===== src/fracn_cfg.svh =====
// constants of the fractional-n divider control block: offsets, fields, resets, limits
// assumes a 32-bit apb register bus with byte addresses in the low eight bits
`ifndef FRACN_CFG_SVH
`define FRACN_CFG_SVH

// register byte offsets
`define OFS_PRIMARY   8'h00
`define OFS_NUMER     8'h04
`define OFS_DENOM     8'h08
`define OFS_MODCTL    8'h0C
`define OFS_REFPATH   8'h10
`define OFS_OUTDIV    8'h14
`define OFS_CALSTART  8'h18
`define OFS_STATUS    8'h1C

// widths
`define INT_W         16
`define FRAC_W        22
`define DIV_W         17

// field positions
`define ORDER_LSB     0
`define DITHER_LSB    2
`define DOUBLER_BIT   0
`define RDIV_LSB      8
`define REFSET_LSB    16
`define PFDDLY_LSB    24
`define CORE_LSB      0
`define CAP_LSB       8
`define DONE_BIT      16
`define BUSY_BIT      17

// reset values
`define INT_RST       16'h0064
`define NUMER_RST     22'h000000
`define DENOM_RST     22'h000001
`define RDIV_RST      8'h01
`define REFSET_RST    8'h10
`define OUTDIV_RST    6'h01
`define CORE_RST      3'h3
`define CAP_RST       7'h7F
`define LFSR_SEED     16'hACE1

// calibration limits
`define CORE_MIN      3'h1
`define CORE_MAX      3'h4
`define CAP_MAX       7'h7F

`endif


===== src/fracn_pkg.sv =====
// types shared by the fractional-n divider control block
// assumes fracn_cfg.svh is on the include path
`include "fracn_cfg.svh"

package fracn_pkg;

    typedef enum logic [1:0] {ORDER_INT, ORDER_ONE, ORDER_TWO, ORDER_THREE} mod_order_t;
    typedef enum logic [1:0] {DITHER_OFF, DITHER_WEAK, DITHER_MEDIUM, DITHER_STRONG}
        dither_level_t;
    typedef enum logic [1:0] {CAL_IDLE, CAL_MEASURE, CAL_DONE} cal_state_t;

    typedef struct packed {
        logic        psel;
        logic        penable;
        logic        pwrite;
        logic [7:0]  paddr;
        logic [31:0] pwdata;
    } apb_req_t;

    typedef struct packed {
        logic        pready;
        logic        pslverr;
        logic [31:0] prdata;
    } apb_rsp_t;

    typedef struct packed {
        logic [2:0]    detector_delay_setting;
        logic [5:0]    output_divide_value;
        logic [7:0]    reference_frequency_setting;
        logic [7:0]    reference_divide;
        logic          reference_doubler_select;
        mod_order_t    order;
        dither_level_t dither;
    } synth_cfg_t;

    typedef struct packed {
        logic       busy;
        logic       done;
        logic [2:0] core;
        logic [6:0] tuning_capacitor_code;
    } cal_status_t;

endpackage


===== src/fracn_accum_stage.sv =====
// one modulo accumulator stage of the delta-sigma modulator
// assumes its input is already below the denominator and all signals share clock_i
`timescale 1ns/1ps
`default_nettype none
`include "fracn_cfg.svh"

module fracn_accum_stage #(
    parameter int FRAC_W = `FRAC_W
) (
    input  wire logic              clock_i,
    input  wire logic              sys_rst_i,
    input  wire logic              clear_i,
    input  wire logic              step_i,
    input  wire logic [FRAC_W-1:0] den_i,
    input  wire logic [FRAC_W-1:0] in_i,
    output var  logic [FRAC_W-1:0] residue_o,
    output var  logic              carry_o
);

    if (FRAC_W < 2 || FRAC_W > 30) begin : g_bad_width
        $error("fracn_accum_stage: FRAC_W out of range");
    end

    ////////////////////////////////////////////////////////////////////////////////
    // sum and wrap at the denominator
    logic [FRAC_W:0] sum_w;
    logic            wrap_w;
    logic [FRAC_W:0] wrapped_w;
    assign sum_w     = {1'b0, residue_o} + {1'b0, in_i};
    assign wrap_w    = (sum_w >= {1'b0, den_i});
    assign wrapped_w = wrap_w ? (sum_w - {1'b0, den_i}) : sum_w;

    always_ff @(posedge clock_i) begin
        if (sys_rst_i || clear_i) begin
            residue_o <= '0;
            carry_o   <= 1'b0;
        end else if (step_i) begin
            residue_o <= wrapped_w[FRAC_W-1:0];
            carry_o   <= wrap_w;
        end
    end

    ////////////////////////////////////////////////////////////////////////////////
    // residue stays below the denominator while the input does
    a_residue_bound: assert property (
        @(posedge clock_i) disable iff (sys_rst_i)
        (step_i && !clear_i && in_i < den_i && residue_o < den_i && $stable(den_i))
            |=> (residue_o < $past(den_i)))
        else $error("accumulator residue reached the denominator");

endmodule
`default_nettype wire


===== src/fractional_n_divider_control.sv =====
// fractional-n feedback divider control: apb registers, mash modulator, dither,
// reference path settings and oscillator band calibration start
// assumes divider_tick_i is a one-cycle pulse on clock_i per feedback divider cycle;
// reference_input_i and vco_fast_i are asynchronous pins
`timescale 1ns/1ps
`default_nettype none
`include "fracn_cfg.svh"

module fractional_n_divider_control (
    input  wire logic                    clock_i,
    input  wire logic                    sys_rst_i,
    input  wire fracn_pkg::apb_req_t     apb_i,
    output var  fracn_pkg::apb_rsp_t     apb_o,
    input  wire logic                    divider_tick_i,
    input  wire logic                    reference_input_i,
    input  wire logic                    vco_fast_i,
    output var  logic [`DIV_W-1:0]       divide_value_o,
    output var  fracn_pkg::synth_cfg_t   synth_cfg_o,
    output var  fracn_pkg::cal_status_t  cal_status_o
);
    import fracn_pkg::*;

    ////////////////////////////////////////////////////////////////////////////////
    // bus decode
    function automatic logic hit(input logic [7:0] a, input logic [7:0] ofs);
        return a == ofs;
    endfunction

    function automatic logic [7:0] dither_mask(input dither_level_t lvl);
        return (lvl == DITHER_OFF)  ? 8'h00 :
               (lvl == DITHER_WEAK) ? 8'h01 :
               (lvl == DITHER_MEDIUM) ? 8'h0F : 8'hFF;
    endfunction

    logic [`INT_W-1:0]  int_reg;
    logic [`FRAC_W-1:0] num_reg;
    logic [`FRAC_W-1:0] den_reg;
    logic [2:0]         start_core_reg;
    logic [6:0]         start_cap_reg;

    wire        access_w  = apb_i.psel & apb_i.penable;
    wire        ack_w     = access_w & ~apb_o.pready;      // one wait state
    wire        commit_w  = access_w & apb_o.pready & apb_i.pwrite;
    wire [7:0]  addr_w    = apb_i.paddr;
    wire [31:0] wd_w      = apb_i.pwdata;
    wire wr_primary_w     = commit_w & hit(addr_w, `OFS_PRIMARY);
    wire wr_num_w         = commit_w & hit(addr_w, `OFS_NUMER);
    wire wr_den_w         = commit_w & hit(addr_w, `OFS_DENOM);
    wire wr_mod_w         = commit_w & hit(addr_w, `OFS_MODCTL);
    wire wr_ref_w         = commit_w & hit(addr_w, `OFS_REFPATH);
    wire wr_outdiv_w      = commit_w & hit(addr_w, `OFS_OUTDIV);
    wire wr_cal_w         = commit_w & hit(addr_w, `OFS_CALSTART);
    wire mapped_w = hit(addr_w, `OFS_PRIMARY) | hit(addr_w, `OFS_NUMER) |
                    hit(addr_w, `OFS_DENOM) | hit(addr_w, `OFS_MODCTL) |
                    hit(addr_w, `OFS_REFPATH) | hit(addr_w, `OFS_OUTDIV) |
                    hit(addr_w, `OFS_CALSTART) | hit(addr_w, `OFS_STATUS);

    // read selection
    wire [31:0] rd_w =
        hit(addr_w, `OFS_PRIMARY)  ? {16'h0000, int_reg} :
        hit(addr_w, `OFS_NUMER)    ? {10'h000, num_reg} :
        hit(addr_w, `OFS_DENOM)    ? {10'h000, den_reg} :
        hit(addr_w, `OFS_MODCTL)   ? {28'h0000000, synth_cfg_o.dither, synth_cfg_o.order} :
        hit(addr_w, `OFS_REFPATH)  ? {5'h00, synth_cfg_o.detector_delay_setting,
                                      synth_cfg_o.reference_frequency_setting,
                                      synth_cfg_o.reference_divide, 7'h00,
                                      synth_cfg_o.reference_doubler_select} :
        hit(addr_w, `OFS_OUTDIV)   ? {26'h0000000, synth_cfg_o.output_divide_value} :
        hit(addr_w, `OFS_CALSTART) ? {17'h00000, start_cap_reg, 5'h00, start_core_reg} :
        hit(addr_w, `OFS_STATUS)   ? {14'h0000, cal_status_o.busy, cal_status_o.done,
                                      1'b0, cal_status_o.tuning_capacitor_code,
                                      5'h00, cal_status_o.core} : 32'h00000000;

    // bus answer
    always_ff @(posedge clock_i) begin
        if (sys_rst_i) begin
            apb_o <= '0;
        end else begin
            apb_o.pready  <= ack_w;
            apb_o.pslverr <= ack_w & ~mapped_w;
            apb_o.prdata  <= (ack_w & ~apb_i.pwrite) ? rd_w : 32'h00000000;
        end
    end

    ////////////////////////////////////////////////////////////////////////////////
    // software set divide terms
    always_ff @(posedge clock_i) begin
        if (sys_rst_i) begin
            int_reg <= `INT_RST;
            num_reg <= `NUMER_RST;
            den_reg <= `DENOM_RST;
        end else begin
            if (wr_primary_w) int_reg <= wd_w[`INT_W-1:0];
            if (wr_num_w)     num_reg <= wd_w[`FRAC_W-1:0];
            if (wr_den_w)     den_reg <= wd_w[`FRAC_W-1:0];
        end
    end

    always_ff @(posedge clock_i) begin
        if (sys_rst_i) begin
            synth_cfg_o <= '{detector_delay_setting: 3'h0, output_divide_value: `OUTDIV_RST,
                             reference_frequency_setting: `REFSET_RST,
                             reference_divide: `RDIV_RST, reference_doubler_select: 1'b0,
                             order: ORDER_INT, dither: DITHER_OFF};
        end else begin
            if (wr_mod_w) begin
                synth_cfg_o.order  <= mod_order_t'(wd_w[`ORDER_LSB +: 2]);
                synth_cfg_o.dither <= dither_level_t'(wd_w[`DITHER_LSB +: 2]);
            end
            if (wr_ref_w) begin
                synth_cfg_o.reference_doubler_select    <= wd_w[`DOUBLER_BIT];
                synth_cfg_o.reference_divide            <= wd_w[`RDIV_LSB +: 8];
                synth_cfg_o.reference_frequency_setting <= wd_w[`REFSET_LSB +: 8];
                synth_cfg_o.detector_delay_setting      <= wd_w[`PFDDLY_LSB +: 3];
            end
            if (wr_outdiv_w) synth_cfg_o.output_divide_value <= wd_w[5:0];
        end
    end

    always_ff @(posedge clock_i) begin
        if (sys_rst_i) begin
            start_core_reg <= `CORE_RST;
            start_cap_reg  <= `CAP_RST;
        end else if (wr_cal_w) begin
            start_core_reg <= wd_w[`CORE_LSB +: 3];
            start_cap_reg  <= wd_w[`CAP_LSB +: 7];
        end
    end

    ////////////////////////////////////////////////////////////////////////////////
    // zero denominator acts as one
    wire [`FRAC_W-1:0] den_eff_w = (den_reg == '0) ? `DENOM_RST : den_reg;

    // dither lfsr, reseeded with the modulator
    logic [15:0] lfsr_reg;
    always_ff @(posedge clock_i) begin
        if (sys_rst_i || wr_primary_w) lfsr_reg <= `LFSR_SEED;
        else if (divider_tick_i) lfsr_reg <= {lfsr_reg[14:0],
                                              lfsr_reg[15] ^ lfsr_reg[13] ^
                                              lfsr_reg[12] ^ lfsr_reg[10]};
    end
    wire [7:0]         dith_w   = lfsr_reg[7:0] & dither_mask(synth_cfg_o.dither);
    wire [`FRAC_W:0]   dsum_w   = {1'b0, num_reg} + {15'h0000, dith_w};
    // dither only where the input stays below the denominator
    wire               dok_w    = dsum_w < {1'b0, den_eff_w};

    logic [`FRAC_W-1:0] stage_in_w [3];
    logic [`FRAC_W-1:0] residue_w  [3];
    logic [2:0]         carry_w;
    assign stage_in_w[0] = dok_w ? dsum_w[`FRAC_W-1:0] : num_reg;
    for (genvar k = 0; k < 3; k++) begin : g_stage
        if (k > 0) begin : g_chain
            assign stage_in_w[k] = residue_w[k-1];
        end
        fracn_accum_stage #(.FRAC_W(`FRAC_W)) u_stage (
            .clock_i   (clock_i),
            .sys_rst_i (sys_rst_i),
            .clear_i   (wr_primary_w),
            .step_i    (divider_tick_i),
            .den_i     (den_eff_w),
            .in_i      (stage_in_w[k]),
            .residue_o (residue_w[k]),
            .carry_o   (carry_w[k])
        );
    end

    logic c2d_reg;
    logic c3d_reg;
    logic c3dd_reg;
    always_ff @(posedge clock_i) begin
        if (sys_rst_i || wr_primary_w) begin
            c2d_reg  <= 1'b0;
            c3d_reg  <= 1'b0;
            c3dd_reg <= 1'b0;
        end else if (divider_tick_i) begin
            c2d_reg  <= carry_w[1];
            c3d_reg  <= carry_w[2];
            c3dd_reg <= c3d_reg;
        end
    end

    wire signed [3:0] t1_w  = {3'b000, carry_w[0]};
    wire signed [3:0] t2_w  = {3'b000, carry_w[1]} - {3'b000, c2d_reg};
    wire signed [3:0] t3_w  = {3'b000, carry_w[2]} - {2'b00, c3d_reg, 1'b0}
                            + {3'b000, c3dd_reg};
    wire signed [3:0] off_w =
        (synth_cfg_o.order == ORDER_INT) ? 4'sh0 :
        (synth_cfg_o.order == ORDER_ONE) ? t1_w :
        (synth_cfg_o.order == ORDER_TWO) ? t1_w + t2_w : t1_w + t2_w + t3_w;
    wire [`DIV_W-1:0] div_next_w = {1'b0, int_reg} + {{(`DIV_W-4){off_w[3]}}, off_w};

    // feedback term of the output frequency
    always_ff @(posedge clock_i) begin
        if (sys_rst_i) divide_value_o <= {1'b0, `INT_RST};
        else if (wr_primary_w) divide_value_o <= {1'b0, wd_w[`INT_W-1:0]};
        else if (divider_tick_i) divide_value_o <= div_next_w;
    end

    ////////////////////////////////////////////////////////////////////////////////
    // pin synchronisers: bit 0 reference, bit 1 comparator
    logic [1:0] sync1_reg;
    logic [1:0] sync2_reg;
    logic [1:0] sync3_reg;
    logic [1:0] lvl_reg;
    always_ff @(posedge clock_i) begin
        if (sys_rst_i) begin
            sync1_reg <= 2'h0;
            sync2_reg <= 2'h0;
            sync3_reg <= 2'h0;
            lvl_reg   <= 2'h0;
        end else begin
            sync1_reg <= {vco_fast_i, reference_input_i};
            sync2_reg <= sync1_reg;
            sync3_reg <= sync2_reg;
            lvl_reg   <= (sync2_reg & ~(sync2_reg ^ sync3_reg)) |
                         (lvl_reg & (sync2_reg ^ sync3_reg));
        end
    end
    wire ref_rise_w = sync2_reg[0] & sync3_reg[0] & ~lvl_reg[0];
    wire step_up_w  = ~lvl_reg[1];

    ////////////////////////////////////////////////////////////////////////////////
    // band calibration search
    cal_state_t  cal_state_reg;
    logic [7:0]  win_reg;
    logic        dir_reg;
    logic        first_reg;
    wire win_end_w = (cal_state_reg == CAL_MEASURE) & ref_rise_w &
                     (win_reg == synth_cfg_o.reference_frequency_setting);
    wire turn_w    = ~first_reg & (step_up_w != dir_reg);
    wire top_w     = (cal_status_o.tuning_capacitor_code == `CAP_MAX);
    wire bot_w     = (cal_status_o.tuning_capacitor_code == 7'h00);
    wire stop_w    = turn_w | (step_up_w ? (top_w & cal_status_o.core >= `CORE_MAX)
                                         : (bot_w & cal_status_o.core <= `CORE_MIN));

    // search begins at chosen core and code
    always_ff @(posedge clock_i) begin
        if (sys_rst_i) begin
            cal_state_reg <= CAL_IDLE;
            cal_status_o  <= '{busy: 1'b0, done: 1'b0, core: `CORE_RST,
                               tuning_capacitor_code: `CAP_RST};
            win_reg       <= 8'h00;
            dir_reg       <= 1'b0;
            first_reg     <= 1'b1;
        end else if (wr_primary_w) begin
            cal_state_reg <= CAL_MEASURE;
            cal_status_o  <= '{busy: 1'b1, done: 1'b0, core: start_core_reg,
                               tuning_capacitor_code: start_cap_reg};
            win_reg       <= 8'h00;
            first_reg     <= 1'b1;
        end else if (win_end_w) begin
            win_reg   <= 8'h00;
            dir_reg   <= step_up_w;
            first_reg <= 1'b0;
            if (stop_w) begin
                cal_state_reg     <= CAL_DONE;
                cal_status_o.busy <= 1'b0;
                cal_status_o.done <= 1'b1;
            end else if (step_up_w) begin
                cal_status_o.tuning_capacitor_code <= top_w ? 7'h00 :
                    cal_status_o.tuning_capacitor_code + 7'h01;
                if (top_w) cal_status_o.core <= cal_status_o.core + 3'h1;
            end else begin
                cal_status_o.tuning_capacitor_code <= bot_w ? `CAP_MAX :
                    cal_status_o.tuning_capacitor_code - 7'h01;
                if (bot_w) cal_status_o.core <= cal_status_o.core - 3'h1;
            end
        end else if (cal_state_reg == CAL_MEASURE && ref_rise_w) begin
            win_reg <= win_reg + 8'h01;
        end
    end

    ////////////////////////////////////////////////////////////////////////////////
    // checks
    a_primary_clears: assert property (
        @(posedge clock_i) disable iff (sys_rst_i)
        wr_primary_w |=> (residue_w[0] == '0 && residue_w[2] == '0 && !c3d_reg && !c2d_reg))
        else $error("modulator state not cleared by primary write");
    a_cal_starts: assert property (
        @(posedge clock_i) disable iff (sys_rst_i)
        wr_primary_w |=> (cal_status_o.busy && !cal_status_o.done &&
                          cal_state_reg == CAL_MEASURE))
        else $error("calibration did not start on primary write");
    a_cal_origin: assert property (
        @(posedge clock_i) disable iff (sys_rst_i)
        wr_primary_w |=> (cal_status_o.core == $past(start_core_reg) &&
                          cal_status_o.tuning_capacitor_code == $past(start_cap_reg)))
        else $error("calibration did not begin at the chosen start point");
    a_integer_mode: assert property (
        @(posedge clock_i) disable iff (sys_rst_i)
        (divider_tick_i && !wr_primary_w && synth_cfg_o.order == ORDER_INT)
            |=> (divide_value_o == {1'b0, $past(int_reg)}))
        else $error("integer mode divide differs from integer part");
    a_first_order: assert property (
        @(posedge clock_i) disable iff (sys_rst_i)
        (divider_tick_i && !wr_primary_w && synth_cfg_o.order == ORDER_ONE)
            |=> (divide_value_o == {1'b0, $past(int_reg)} + {16'h0000, $past(carry_w[0])}))
        else $error("first order divide is not integer plus carry");
    a_dither_off: assert property (
        @(posedge clock_i) disable iff (sys_rst_i)
        (synth_cfg_o.dither == DITHER_OFF) |-> (stage_in_w[0] == num_reg))
        else $error("dither applied while switched off");
    a_den_floor: assert property (
        @(posedge clock_i) disable iff (sys_rst_i)
        wr_den_w ##1 (den_reg == '0) |-> (den_eff_w == `DENOM_RST))
        else $error("zero denominator not treated as one");
    a_ref_path: assert property (
        @(posedge clock_i) disable iff (sys_rst_i)
        (wr_ref_w && wd_w[`DOUBLER_BIT] && wd_w[`RDIV_LSB +: 8] != 8'h00)
            |=> (synth_cfg_o.reference_doubler_select && synth_cfg_o.reference_divide != 8'h00))
        else $error("doubler and divider not both enabled");
    a_bus_answer: assert property (
        @(posedge clock_i) disable iff (sys_rst_i)
        ack_w |=> (apb_o.pready ##1 !apb_o.pready))
        else $error("bus answer not a single cycle after one wait state");

endmodule
`default_nettype wire


===== config.mk =====
export PLATFORM = sky130hd
export DESIGN_NAME = fractional_n_divider_control
export DESIGN_NICKNAME = d
export VERILOG_FILES = /design/src/fracn_pkg.sv /design/src/fracn_accum_stage.sv /design/src/fractional_n_divider_control.sv
export VERILOG_INCLUDE_DIRS = /design/src
export SDC_FILE = /design/constraint.sdc
export NUM_CORES = 1
export LEC_CHECK = 0
export BUFFER_PORTS_ARGS = -buffer_cell sky130_fd_sc_hd__buf_2
export CAP_MARGIN = 10
export CORE_UTILIZATION = 40
export CTS_CLUSTER_DIAMETER = 60
export CTS_CLUSTER_SIZE = 16
export DETAILED_ROUTE_END_ITERATION = 12
export GPL_ROUTABILITY_DRIVEN = 0
export PLACE_DENSITY = 0.61
export SLEW_MARGIN = 15
export SYNTH_ARGS = -nofsm -noshare
export SYNTH_HDL_FRONTEND = slang
export SYNTH_SLANG_ARGS = --single-unit

===== constraint.sdc =====
create_clock -name clock_i -period 9.7 [get_ports clock_i]
set_input_delay 0.97 -clock clock_i [delete_from_list [all_inputs] [get_ports clock_i]]
set_output_delay 0.97 -clock clock_i [all_outputs]
set_load 0.005 [all_outputs]

-- Word level (Yosys, flattened, before mapping)
Cells that the tools add are included.
- flip-flop bits (word level): 270
- word-level logic and storage cells: 184
- output and inout bits: 93
- magnitude comparators: 6
- eq/ne operators: 17
- multiplexer cells: 34
- add/sub/neg operators: 18
- reduce and logical (&&, ||, !) cells: 22
- bitwise gates (word level): 45
- operators with widths (cell ; number):
    $mux W22 ; 8
    $add A22 B22 Y23 ; 3
    $ge A23 B22 Y1 ; 3
    $sub A22 B22 Y22 ; 3
    $mux W18 ; 3
    $mux W16 ; 3
    $eq A8 B5 Y1 const B ; 4
    $mux W27 ; 1
    $mux W12 ; 2
    $mux W8 ; 3
    $add A22 B8 Y23 ; 1
    $lt A23 B22 Y1 ; 1
    $logic_not A22 Y1 ; 1
    $and A1 B1 Y1 ; 20
    $mux W10 ; 2
    $add A16 B17 Y17 ; 1
    $eq A8 B4 Y1 const B ; 2
    $mux W7 ; 2
    $mux W4 ; 3
    $reduce_or A9 Y1 ; 1
    $add A8 B1 Y8 const B ; 1
    $and A8 B8 Y8 ; 1
    $eq A8 B3 Y1 const B ; 1
    $eq A8 B8 Y1 ; 1
    39 further kinds ; 71

-- Depth between registers and ports, before layout
Gate-level depths: netlist (run 1).
- depth in word-level cells: 11
- gate-level depth with buffers: 45

-- Modules after synthesis
From an unflattened synthesis (run 1), not the netlist that was laid out.
- cells, all modules: 2664
- area total of the unflattened synthesis: 20642.3 um2
- modules (own cells, without submodules) (module ; instances ; area an instance (um2) ; cells an instance):
    fractional_n_divider_control ; 1 ; 10665.2 ; 1341
    fracn_accum_stage (g_stage[1].u_stage ...) ; 2 ; 3298.2 ; 442
    fracn_accum_stage (g_stage[0].u_stage) ; 1 ; 3380.7 ; 439

-- Worst setup path after synthesis (run 1)
OpenSTA, ideal clock, no wires.
- path type: reg2reg
- start: register synth_cfg_o[1] in the netlist's numbering
- end: register g_stage[0].u_stage.residue_o[21]
- required time: 9626 ps
- clock period less this slack: 8236 ps
- data arrival time: 8162 ps
- cell stages (with the launch flop): 43
- path buffers: 3
- library setup time: 74 ps
- path slack: 1464 ps
- path through: dfxtp_1 clkbuf_1 o21a_1 ha_1 inv_1 fa_1 nor2b_1 o21ai_0 a21boi_0 o21ai_0 a21oi_1 nand3_1 xnor2_1 ha_1 a41oi_1 o21ai_0 a21o_1 a211o_1 [7 not listed] fa_1 a211oi_2 nor2_1 o41a_1 a41oi_2 o221ai_1 o311a_1 ha_1 o21ai_0 a21oi_1 a21oi_1 o21ai_0 a31oi_1 o31ai_1 a221o_1 buf_6 or3b_1 a31oi_1
- word-level cells in the longest chain between the ends: 11
- elaborated cells on any way between the ends: 14
- ends and longest elaborated chain (item ; RTL line ; source):
    start, declared ; fractional_n_divider_control.sv:18 ; output var fracn_pkg::synth_cfg_t synth_cfg_o,
    start signal, assigned ; fractional_n_divider_control.sv:101 ; synth_cfg_o <= '{detector_delay_setting: 3'h0, output_divide_value: `OUTDIV_RST,
    $eq A2 B2 Y1 ; fractional_n_divider_control.sv:32 ; (lvl == DITHER_MEDIUM) ? 8'h0F : 8'hFF;
    $mux W8 ; fractional_n_divider_control.sv:32 ;
    $mux W8 ; fractional_n_divider_control.sv:31 ; (lvl == DITHER_WEAK) ? 8'h01 :
    $mux W8 (*) ; fractional_n_divider_control.sv:30 ; return (lvl == DITHER_OFF) ? 8'h00 :
    $and A8 B8 Y8 (*) ; fractional_n_divider_control.sv:142 ; wire [7:0] dith_w = lfsr_reg[7:0] & dither_mask(synth_cfg_o.dither);
    $add A22 B8 Y23 (*) ; fractional_n_divider_control.sv:143 ; wire [`FRAC_W:0] dsum_w = {1'b0, num_reg} + {15'h0000, dith_w};
    $lt A23 B22 Y1 ; fractional_n_divider_control.sv:145 ; wire dok_w = dsum_w < {1'b0, den_eff_w};
    $mux W22 (*) ; fractional_n_divider_control.sv:150 ; assign stage_in_w[0] = dok_w ? dsum_w[`FRAC_W-1:0] : num_reg;
    $add A22 B22 Y23 (*) ; fracn_accum_stage.sv:29 ; assign sum_w = {1'b0, residue_o} + {1'b0, in_i};
    $sub A22 B22 Y22 or $ge A23 B22 Y1 (tied branches) ; fracn_accum_stage.sv:31, fracn_accum_stage.sv:30 ;
    $mux W22 (*) ; fracn_accum_stage.sv:31 ; assign wrapped_w = wrap_w ? (sum_w - {1'b0, den_i}) : sum_w;
    end signal, assigned ; fracn_accum_stage.sv:38 ; residue_o <= wrapped_w[FRAC_W-1:0];
    end, declared ; fracn_accum_stage.sv:16 ; output var logic [FRAC_W-1:0] residue_o,
Every way passes the cells marked *; elsewhere a longest branch is shown, timed or not.
A chain may end at the register's enable or synchronous reset.

-- Worst setup path after layout (run 1)
- start: register synth_cfg_o[0] in the netlist's numbering
- end: register g_stage[0].u_stage.residue_o[21]
Same word-level chain as after synthesis.

==> results of run 1 <==
==> repair_timing <==
item                                    CTS  global route
gates resized for setup                   0             2
endpoints found under the setup margin    0            17
setup buffers                             0             0
==> cells by family after synthesis <==
logic type | after synthesis
buffers and inverters | 207
adders and majority gates | 201
muxes | 122
and+or+nand+nor | 760
xor gates and xnor gates | 172
DFF | 264
other | 1
AOI/OAI and AO/OA | 764
==> report_power, final <==
| group | switching, mW | internal (mW) |
|---|---|---|
| registers | 0.119 | 1.20 |
| clock network | 0.488 | 0.572 |
| logic | 2.31 | 1.85 |
==> synthesized netlist by cell type (16+ instances only) <==
| library cell | n | share of area, % |
|---|---|---|
| inv_1 | 82 | 1.6 |
| o211ai_1 | 21 | 0.80 |
| xor2_1 | 60 | 2.7 |
| dfxtp_1 | 264 | 27 |
| nor2_1 | 179 | 3.4 |
| nand3_1 | 46 | 1.2 |
| clkbuf_1 | 99 | 1.9 |
| nor2b_1 | 33 | 1.0 |
| a21oi_1 | 292 | 7.4 |
| mux2i_1 | 104 | 5.3 |
| mux2_2 | 16 | 0.91 |
| a211oi_1 | 30 | 1.1 |
| o21a_1 | 24 | 0.91 |
| nand2_1 | 313 | 6.0 |
| a21o_1 | 72 | 2.7 |
| and3_1 | 27 | 0.86 |
| a31oi_1 | 20 | 0.63 |
| o21ai_0 | 156 | 4.0 |
| ha_1 | 191 | 12 |
| xnor2_1 | 112 | 5.0 |
| nand4_1 | 28 | 0.89 |
| a211o_1 | 24 | 1.1 |
| nand2b_1 | 22 | 0.70 |
| nor3_1 | 42 | 1.1 |
==> worst reg2reg max path, delay by kind of cell (launching register included) <==
kind / cells / cell delay (ns)
buffers and inverters: 2 / 0.31
flip-flops: 1 / 0.45
AND/OR/NAND/NOR: 6 / 1.07
XOR/XNOR: 1 / 0.19
adder cells (fa/ha/maj): 6 / 1.93
AO/OA/AOI/OAI: 25 / 5.23
==> through the flow <==
stage	setup WS, ns	total power [mW]	hold WS, ns	instance area [sq um]
after floorplan	1.46	4.71	0.414	19700
after global placement	0.721	5.30	0.421	20900
after detailed placement	0.541	5.43	0.427	20900
after CTS	0.481	6.51	0.448	21700
after global routing	0.00259	7.05	0.472	21800
final	0.464	6.54	0.453	21800
==> worst max-delay path by stage <==
| stage | cells after the start | to | startpoint | slack, ns |
|---|---|---|---|---|
| after floorplan | 42 | g_stage[0].u_stage.residue_o[21] | synth_cfg_o[1] | 1.46 |
| after global placement | 41 | g_stage[0].u_stage.residue_o[21] | synth_cfg_o[1] | 0.72 |
| after detailed placement | 41 | g_stage[0].u_stage.residue_o[21] | synth_cfg_o[1] | 0.54 |
| after CTS | 41 | g_stage[0].u_stage.residue_o[21] | synth_cfg_o[1] | 0.48 |
| after global routing | 41 | g_stage[0].u_stage.residue_o[21] | synth_cfg_o[0] | 0.003 |
| final | 40 | g_stage[0].u_stage.residue_o[21] | synth_cfg_o[0] | 0.46 |
==> cell type report <==
cell class,instances,share of cell area [%]
Multi-Input combinational cell,2024,62.8
Tap cell,664,3.82
Clock inverter,13,0.679
Sequential cell,264,24.3
Inverter,83,1.43
Clock buffer,32,3.33
Timing Repair Buffer,148,3.64
==> layer usage <==
| layer | GRT usage, % | routed length, um | vias to the layer above |
|---|---|---|---|
| met5 | 0 | 0 | - |
| met4 | 7.34 | 1720 | 0 |
| met3 | 2.09 | 2840 | 104 |
| met2 | 39.5 | 27800 | 543 |
| met1 | 29.2 | 26100 | 8768 |
| li1 | - | - | 9092 |
==> flow_metrics.env, run 1 <==
export IMPL_cap_violations=0
export IMPL_drive_gt1_share_pct=9.40
export IMPL_nets=2796
export IMPL_post_route_util_pct=44.6
export IMPL_async_flop_share_pct=0
export IMPL_largest_reg_flops=66
export IMPL_crit_top_cell="o21ai_0"
export IMPL_period_needed_ns=9.24
export IMPL_clock_path_buffers=3
export IMPL_vias=18500
export IMPL_hold_path_end="sync2_reg[0]"
export IMPL_crit_arrival_ns=9.72
export IMPL_floorplan_core_area_sq_um=48700
export IMPL_crit_type="reg2reg"
export IMPL_seq_area_sq_um=5290
export IMPL_routed_wl_um=58500
export IMPL_grt_pass1_vias=17600
export IMPL_cts_sinks=264
export IMPL_cts_root_buffer="clkbuf_16"
export IMPL_gr_usage_all_layers_pct=22.6
export IMPL_top_register="g_stage.u_stage.residue_o"
export IMPL_boundaryPins=141
export IMPL_p_leak_nw=9.42
export IMPL_irDropWorstVdd_mv=0.251
export IMPL_diodes=0
export IMPL_ys_seq_elements=264
export IMPL_hp_class="reg2reg"
export IMPL_hold_violations=0
export IMPL_die_area_sq_um=50200
export IMPL_cts_tree="yes"
export IMPL_fmax_ghz=0.108
export IMPL_synth_area_sq_um=19700
export IMPL_layout_common_cells="313 x nand2_1, 292 x a21oi_1, 263 x dfxtp_1"
export IMPL_reg2reg_slack_ns=0.46
export IMPL_min_period_over_period_pct=95.2
export IMPL_grt_max_degree=97
export IMPL_row_count=81
export IMPL_synth_compound_area_share_pct=24.2
export IMPL_layout_commonest_cell="nand2_1"
export IMPL_ys_types=83
export IMPL_multi_input_area_sq_um=13700
export IMPL_yosys_warnings=0
export IMPL_cp_top_family="compound AO/OA/AOI/OAI gates"
export IMPL_yosys_area_share_simple_pct=17.6
export IMPL_slowest_stage="o311a_1"
export IMPL_crit_path_end_kind="flip-flop"
export IMPL_maxSlewHeadroom_pct=29.9
export IMPL_synthCells=2491
export IMPL_fin_worst_skew_ns=0.0144
export IMPL_r2r_start="synth_cfg_o[0]"
export IMPL_htree_levels=1
export IMPL_hold_buffers=0
export IMPL_worstSkewPairLatency_ns=0.57
export IMPL_via_per_inst=5.73
export IMPL_drv_slew=0
export IMPL_numCtsBuffers=26
export IMPL_fin_tns_setup_ns=0
export IMPL_seq_area_frac_synth_pct=26.8
export IMPL_drt_iter0_drc=1289
export IMPL_ff2ff_path_depth=40
export IMPL_rsz0062_at_grt="false"
export IMPL_synthAdderAreaFrac_pct=13.1
export IMPL_drtPass1Iterations=6
export IMPL_yosys_most_used_dff="dfxtp_1"
export IMPL_port_buffers=130
export IMPL_holdCritStartpoint="sync1_reg[0]"
export IMPL_fin_cells=3228
export IMPL_clk_pin_slew_ns=0.07
export IMPL_drtAntennaViolNets=0
export IMPL_antenna_found_initial=0
export IMPL_synth_edff_count=0
export IMPL_critPathLaunchType="flip-flop"
export IMPL_timing_rr_end="g_stage[0].u_stage.residue_o[21]"
export IMPL_synth_top_family_by_area="compound AO/OA/AOI/OAI gates"
export IMPL_critical_path_buf_inv_count=2
export IMPL_avgSynthCellArea_sq_um=7.92
export IMPL_area_growth_syn_to_layout_pct=10.2
export IMPL_cp_required_ns=10.19
export IMPL_crit_fanout=25
export IMPL_grt_overflow=0
export IMPL_synthXorXnorAreaFrac_pct=7.64
export IMPL_hpwl_um=44700
export IMPL_power_density_nw_per_um2=301
export IMPL_die_h_um=224
export IMPL_outcome="finished, final reports clean"
export IMPL_finalSetupViolCount=0
export IMPL_synthMuxAreaShare_pct=6.42
export IMPL_hold_depth=1
export IMPL_num_fill_cells=4846
export IMPL_drcViolationCount=0
export IMPL_fp_dieW_um=224
export IMPL_largestRegisters="g_stage.u_stage.residue_o x66, synth_cfg_o x30, apb_o x29"
export IMPL_initial_core_util_pct=40.5
export IMPL_max_stage_delay_ns=0.46
export IMPL_place_inst=3183
export IMPL_wl_per_cell_um=18.1
export IMPL_grt_pass1_wl_um=92500
export IMPL_worst_slew_pin_slew_ns=1.05
Note: power is estimated with default switching activity, not from simulation.
==> run 2, diff against run 1 <==
--- a/config.mk
+++ b/config.mk
@@ -10,3 +10,3 @@
 export CAP_MARGIN = 10
-export CORE_UTILIZATION = 40
+export CORE_UTILIZATION = 55
 export CTS_CLUSTER_DIAMETER = 60
@@ -15,3 +15,3 @@
 export GPL_ROUTABILITY_DRIVEN = 0
-export PLACE_DENSITY = 0.61
+export PLACE_DENSITY = 0.76
 export SLEW_MARGIN = 15
==> constraint.sdc (replaced) <==
create_clock -name clock_i -period 9.7 [get_ports clock_i]
set_input_delay 2.91 -clock clock_i [delete_from_list [all_inputs] [get_ports clock_i]]
set_output_delay 2.91 -clock clock_i [all_outputs]
set_load 0.005 [all_outputs]
==> flow_metrics.env, run 2 (same netlist as run 1, synthesis figures left out) <==
export IMPL_outcome="finished, final reports clean"
export IMPL_largestRegisters="g_stage.u_stage.residue_o x66, synth_cfg_o x30, apb_o x29"
export IMPL_crit_top_cell="o21ai_0"
export IMPL_maxSlewHeadroom_pct=20.9
export IMPL_placed_cell_area_sq_um=20600
export IMPL_seq_power_share_pct=20.4
export IMPL_layout_common_cells="313 x nand2_1, 292 x a21oi_1, 263 x dfxtp_1"
export IMPL_worstSkewPairLatency_ns=0.55
export IMPL_slowest_stage="dfxtp_1"
export IMPL_num_fill_cells=3128
export IMPL_clk_pin_slew_ns=0.07
export IMPL_vias=18600
export IMPL_wl_per_cell_um=18.3
export IMPL_cap_violations=0
export IMPL_area_growth_syn_to_layout_pct=8.62
export IMPL_critPathLaunchType="flip-flop"
export IMPL_drive_gt1_share_pct=9.23
export IMPL_hold_slack_ns=0.448
export IMPL_p_leak_nw=9.39
export IMPL_drv_slew=0
export IMPL_cts_tree="yes"
export IMPL_period_needed_ns=8.97
export IMPL_antenna_found_initial=0
export IMPL_hpwl_um=41900
export IMPL_floorplan_core_area_sq_um=35400
export IMPL_fin_area_sq_um=21400
export IMPL_drcViolationCount=0
export IMPL_power_density_nw_per_um2=301
export IMPL_via_per_inst=6.18
export IMPL_pwr_share_comb_pct=64.3
export IMPL_irDropWorstVdd_mv=0.283
export IMPL_die_area_sq_um=36600
export IMPL_diodes=0
export IMPL_max_stage_delay_ns=0.46
export IMPL_htree_levels=1
export IMPL_fin_tns_setup_ns=0
export IMPL_switching_power_mw=2.86
export IMPL_setup_ws_ns=0.732
export IMPL_min_period_over_period_pct=92.5
export IMPL_dpl_worst_slack_ns=0.418
export IMPL_initial_core_util_pct=55.7
export IMPL_cts_root_buffer="clkbuf_16"
export IMPL_finalSetupViolCount=0
export IMPL_fin_cells=3018
export IMPL_crit_type="reg2reg"
export IMPL_grt_overflow=0
export IMPL_cts_sinks=264
export IMPL_gr_usage_all_layers_pct=29.5
export IMPL_grt_pass1_wl_um=87700
export IMPL_crit_path_end_kind="flip-flop"
export IMPL_fin_worst_skew_ns=0.0134
export IMPL_hold_violations=0
export IMPL_clock_power_share_pct=15.3
export IMPL_rsz0062_at_grt="false"
export IMPL_top_register="g_stage.u_stage.residue_o"
export IMPL_fp_dieW_um=191
export IMPL_die_h_um=191
export IMPL_layout_commonest_cell="nand2_1"
export IMPL_drt_iter0_drc=1250
export IMPL_fmax_ghz=0.112
export IMPL_drtPass1Iterations=8
export IMPL_numCtsBuffers=24
export IMPL_worst_slew_pin_slew_ns=1.19
export IMPL_boundaryPins=141
export IMPL_drtAntennaViolNets=0
export IMPL_multi_input_area_sq_um=13700
export IMPL_hp_class="reg2reg"
export IMPL_grt_max_degree=91
export IMPL_crit_arrival_ns=9.44
export IMPL_routed_wl_um=55100
export IMPL_row_count=69
export IMPL_port_buffers=130
export IMPL_p_int_mw=3.59
export IMPL_hold_buffers=0
export IMPL_grt_pass1_vias=17800
export IMPL_p_sw_share_pct=44.3
export IMPL_crit_fanout=19
export IMPL_cp_required_ns=10.17
export IMPL_place_inst=2980
export IMPL_largest_reg_flops=66
export IMPL_nets=2794
export IMPL_clock_path_buffers=3
export IMPL_seq_area_sq_um=5290
[run 2: repair_timing]
action	CTS	global route
endpoints found under the setup margin	0	22
setup buffers	0	0
gates resized for setup	0	5
[run 2: path summary, 6_finish.rpt]
kind	startpoint	slack, ns	cells after the start	to
worst max-delay path	synth_cfg_o[0]	0.73	41	g_stage[0].u_stage.residue_o[0]
worst min-delay path	sync1_reg[1]	0.45	1	sync2_reg[1]
worst max register to register	synth_cfg_o[0]	0.73	41	g_stage[0].u_stage.residue_o[0]
worst min register to register	sync1_reg[1]	0.45	1	sync2_reg[1]
[run 2: per-stage QoR]
step           util [%]  total power, mW
2_1_floorplan         -             4.71
3_3_place_gp       58.3             5.24
3_5_place_dp       58.3             5.39
4_1_cts            60.5             6.41
5_1_grt            60.5             6.93
6_report           60.5             6.46
[run 2: routing by layer]
metal	global-route usage, %	wire, um	vias to the layer above
li1	-	-	9090
met1	37.1	23500	8737
met2	50.0	25600	666
met3	3.32	3480	156
met4	14.2	2520	0
met5	0	0	-
[run 2: final cells by class]
class,count,share of cell area [%]
Sequential cell,264,24.7
Tap cell,461,2.69
Inverter,83,1.45
Multi-Input combinational cell,2024,63.8
Clock buffer,27,3.00
Clock inverter,11,0.683
Timing Repair Buffer,148,3.71
[run 2: critical path, delay by kind of cell, from the launching register on]
family | cells | cell delay, ns
compound gates | 25 | 4.86
fa+ha+maj | 6 | 1.93
simple gates | 5 | 0.59
buf+inv | 3 | 0.50
flops | 1 | 0.46
mux | 1 | 0.36
xor+xnor | 1 | 0.18
[run 2: power groups by stage]
stage / clock network [mW] / registers, mW / logic (mW)
after floorplan: 0 / 1.29 / 3.43
after global placement: 0 / 1.33 / 3.90
final: 0.989 / 1.32 / 4.15
after detailed placement: 0 / 1.34 / 4.06
after global routing: 1.04 / 1.33 / 4.56
after CTS: 0.997 / 1.31 / 4.09
==> run 3, diff against run 2 <==
BUFFER_PORTS_ARGS = -buffer_cell sky130_fd_sc_hd__buf_4   (was -buffer_cell sky130_fd_sc_hd__buf_2)
==> flow_metrics.env, run 3 (same netlist as run 1, synthesis figures left out) <==
export IMPL_grt_overflow=0
export IMPL_rsz0062_at_grt="false"
export IMPL_fin_cells=3026
export IMPL_grt_util_met1_pct=37.3
export IMPL_hold_violations=0
export IMPL_top_register="g_stage.u_stage.residue_o"
export IMPL_worst_slew_pin_slew_ns=0.996
export IMPL_drtAntennaViolNets=0
export IMPL_critPathLaunchType="flip-flop"
export IMPL_fmax_ghz=0.111
export IMPL_crit_fanout=19
export IMPL_antenna_found_initial=0
export IMPL_crit_top_cell="a21oi_1"
export IMPL_fp_dieW_um=191
export IMPL_cp_top_family="compound AO/OA/AOI/OAI gates"
export IMPL_fin_tns_setup_ns=0
export IMPL_boundaryPins=141
export IMPL_min_period_over_period_pct=93.2
export IMPL_vias=18700
export IMPL_drive_gt1_share_pct=9.63
export IMPL_grt_busiest_layer="met2"
export IMPL_nets=2799
export IMPL_grt_max_degree=74
export IMPL_max_stage_delay_ns=0.45
export IMPL_crit_arrival_ns=9.53
export IMPL_power_density_nw_per_um2=301
export IMPL_cp_required_ns=10.19
export IMPL_numCtsBuffers=28
export IMPL_layout_commonest_cell="nand2_1"
export IMPL_place_inst=2980
export IMPL_row_count=69
export IMPL_die_area_sq_um=36600
export IMPL_drtPass1Iterations=5
export IMPL_gr_usage_met3_pct=4.08
export IMPL_port_buffers=130
export IMPL_largest_reg_flops=66
export IMPL_htree_levels=1
export IMPL_via_per_inst=6.18
export IMPL_hpwl_um=42000
export IMPL_clk_pin_slew_ns=0.07
export IMPL_fin_worst_skew_ns=0.0469
export IMPL_floorplan_core_area_sq_um=35400
export IMPL_wl_per_cell_um=18.5
export IMPL_diodes=0
export IMPL_p_leak_nw=9.50
export IMPL_drcViolationCount=0
export IMPL_grt_pass1_vias=18000
export IMPL_layout_common_cells="313 x nand2_1, 292 x a21oi_1, 262 x dfxtp_1"
export IMPL_irDropWorstVdd_mv=0.332
export IMPL_gr_usage_all_layers_pct=30.0
export IMPL_hold_buffers=0
export IMPL_crit_type="reg2reg"
export IMPL_area_growth_syn_to_layout_pct=10.8
export IMPL_finalSetupViolCount=0
export IMPL_initial_core_util_pct=55.7
export IMPL_worstSkewPairLatency_ns=0.60
export IMPL_cts_root_buffer="clkbuf_16"
export IMPL_cts_tree="yes"
export IMPL_grt_pass1_wl_um=89100
export IMPL_startpoint="synth_cfg_o[1]"
export IMPL_r2r_start="synth_cfg_o[1]"
export IMPL_crit_path_end_kind="flip-flop"
export IMPL_die_h_um=191
export IMPL_clock_path_buffers=3
export IMPL_outcome="finished, final reports clean"
export IMPL_drv_slew=0
export IMPL_period_needed_ns=9.04
export IMPL_maxSlewHeadroom_pct=33.4
export IMPL_drt_iter0_drc=1335
export IMPL_slowest_stage="a221o_2"
export IMPL_hp_class="reg2reg"
export IMPL_routed_wl_um=56000
export IMPL_holdCritStartpoint="sync1_reg[1]"
export IMPL_critical_path_buf_inv_count=3
export IMPL_cap_violations=0
export IMPL_cts_sinks=264
export IMPL_num_fill_cells=3083
export IMPL_use_met2_pct=51.6
export IMPL_largestRegisters="g_stage.u_stage.residue_o x66, synth_cfg_o x30, apb_o x29"
-- run 3: cell types whose count changed in the layout (fill, tap and decap cells not counted), sizes merged --
cell,previous run,this run
inv,85,89
clkbuf,27,29
clkinvlp,2,0
buf,148,149
clkinv,5,8
-- run 3: power by group --
group	internal [mW]	leakage, nW	total, mW	switching (mW)
clock	0.588	0.437	1.07	0.485
combinational	1.86	6.91	4.19	2.33
sequential	1.20	2.15	1.32	0.116
total	3.65	9.50	6.58	2.93
-- run 3: worst paths after layout --
path	end	slack, ns	depth (start not counted)
worst min register to register	sync2_reg[1]	0.44	1
worst max-delay path	g_stage[0].u_stage.residue_o[0]	0.66	42
worst min-delay path	sync2_reg[1]	0.44	1
worst max register to register	g_stage[0].u_stage.residue_o[0]	0.66	42
-- run 3: per-layer routing --
| metal | routed length (um) | up-vias | part of all wire (%) |
|---|---|---|---|
| met5 | 0 | - | 0 |
| met4 | 2210 | 0 | 4.0 |
| met3 | 3710 | 136 | 6.6 |
| met2 | 25900 | 710 | 46 |
| met1 | 24100 | 8749 | 43 |
| li1 | - | 9098 | - |
-- run 3: timing repair --
action / 4_1_cts / 5_1_grt
buffers inserted: 0 / 1
setup endpoints to repair: 0 / 23
gates resized for setup: 0 / 9
-- run 3: layout make-up --
cell class	count	area [sq um]	share of cell area [%]
multi-input combinational	2024	13700	62.6
sequential	264	5290	24.2
timing repair buffer	149	1120	5.13
clock buffer	29	704	3.22
tap	461	577	2.64
inverter	83	312	1.43
clock inverter	16	183	0.836
-- run 3: worst reg2reg max path, delay by kind of cell, from the launching register on --
family,cells,cell delay [ns]
AO/OA/AOI/OAI,24,4.79
multiplexers,1,0.30
AND/OR/NAND/NOR,7,0.92
XOR/XNOR,1,0.19
flip-flops,1,0.42
buffers and inverters,3,0.46
adder cells (fa/ha/maj),6,1.85
-- run 3: per-stage QoR --
stage	utilization [%]	hold slack [ns]	setup WS, ns	area, sq um	power [mW]
2_1_floorplan	-	0.414	1.46	19700	4.71
6_report	61.8	0.442	0.662	21900	6.58
3_3_place_gp	59.2	0.419	0.562	20900	5.28
4_1_cts	61.7	0.447	0.236	21800	6.53
3_5_place_dp	59.2	0.425	0.294	20900	5.44
5_1_grt	61.8	0.471	0.0645	21900	7.07
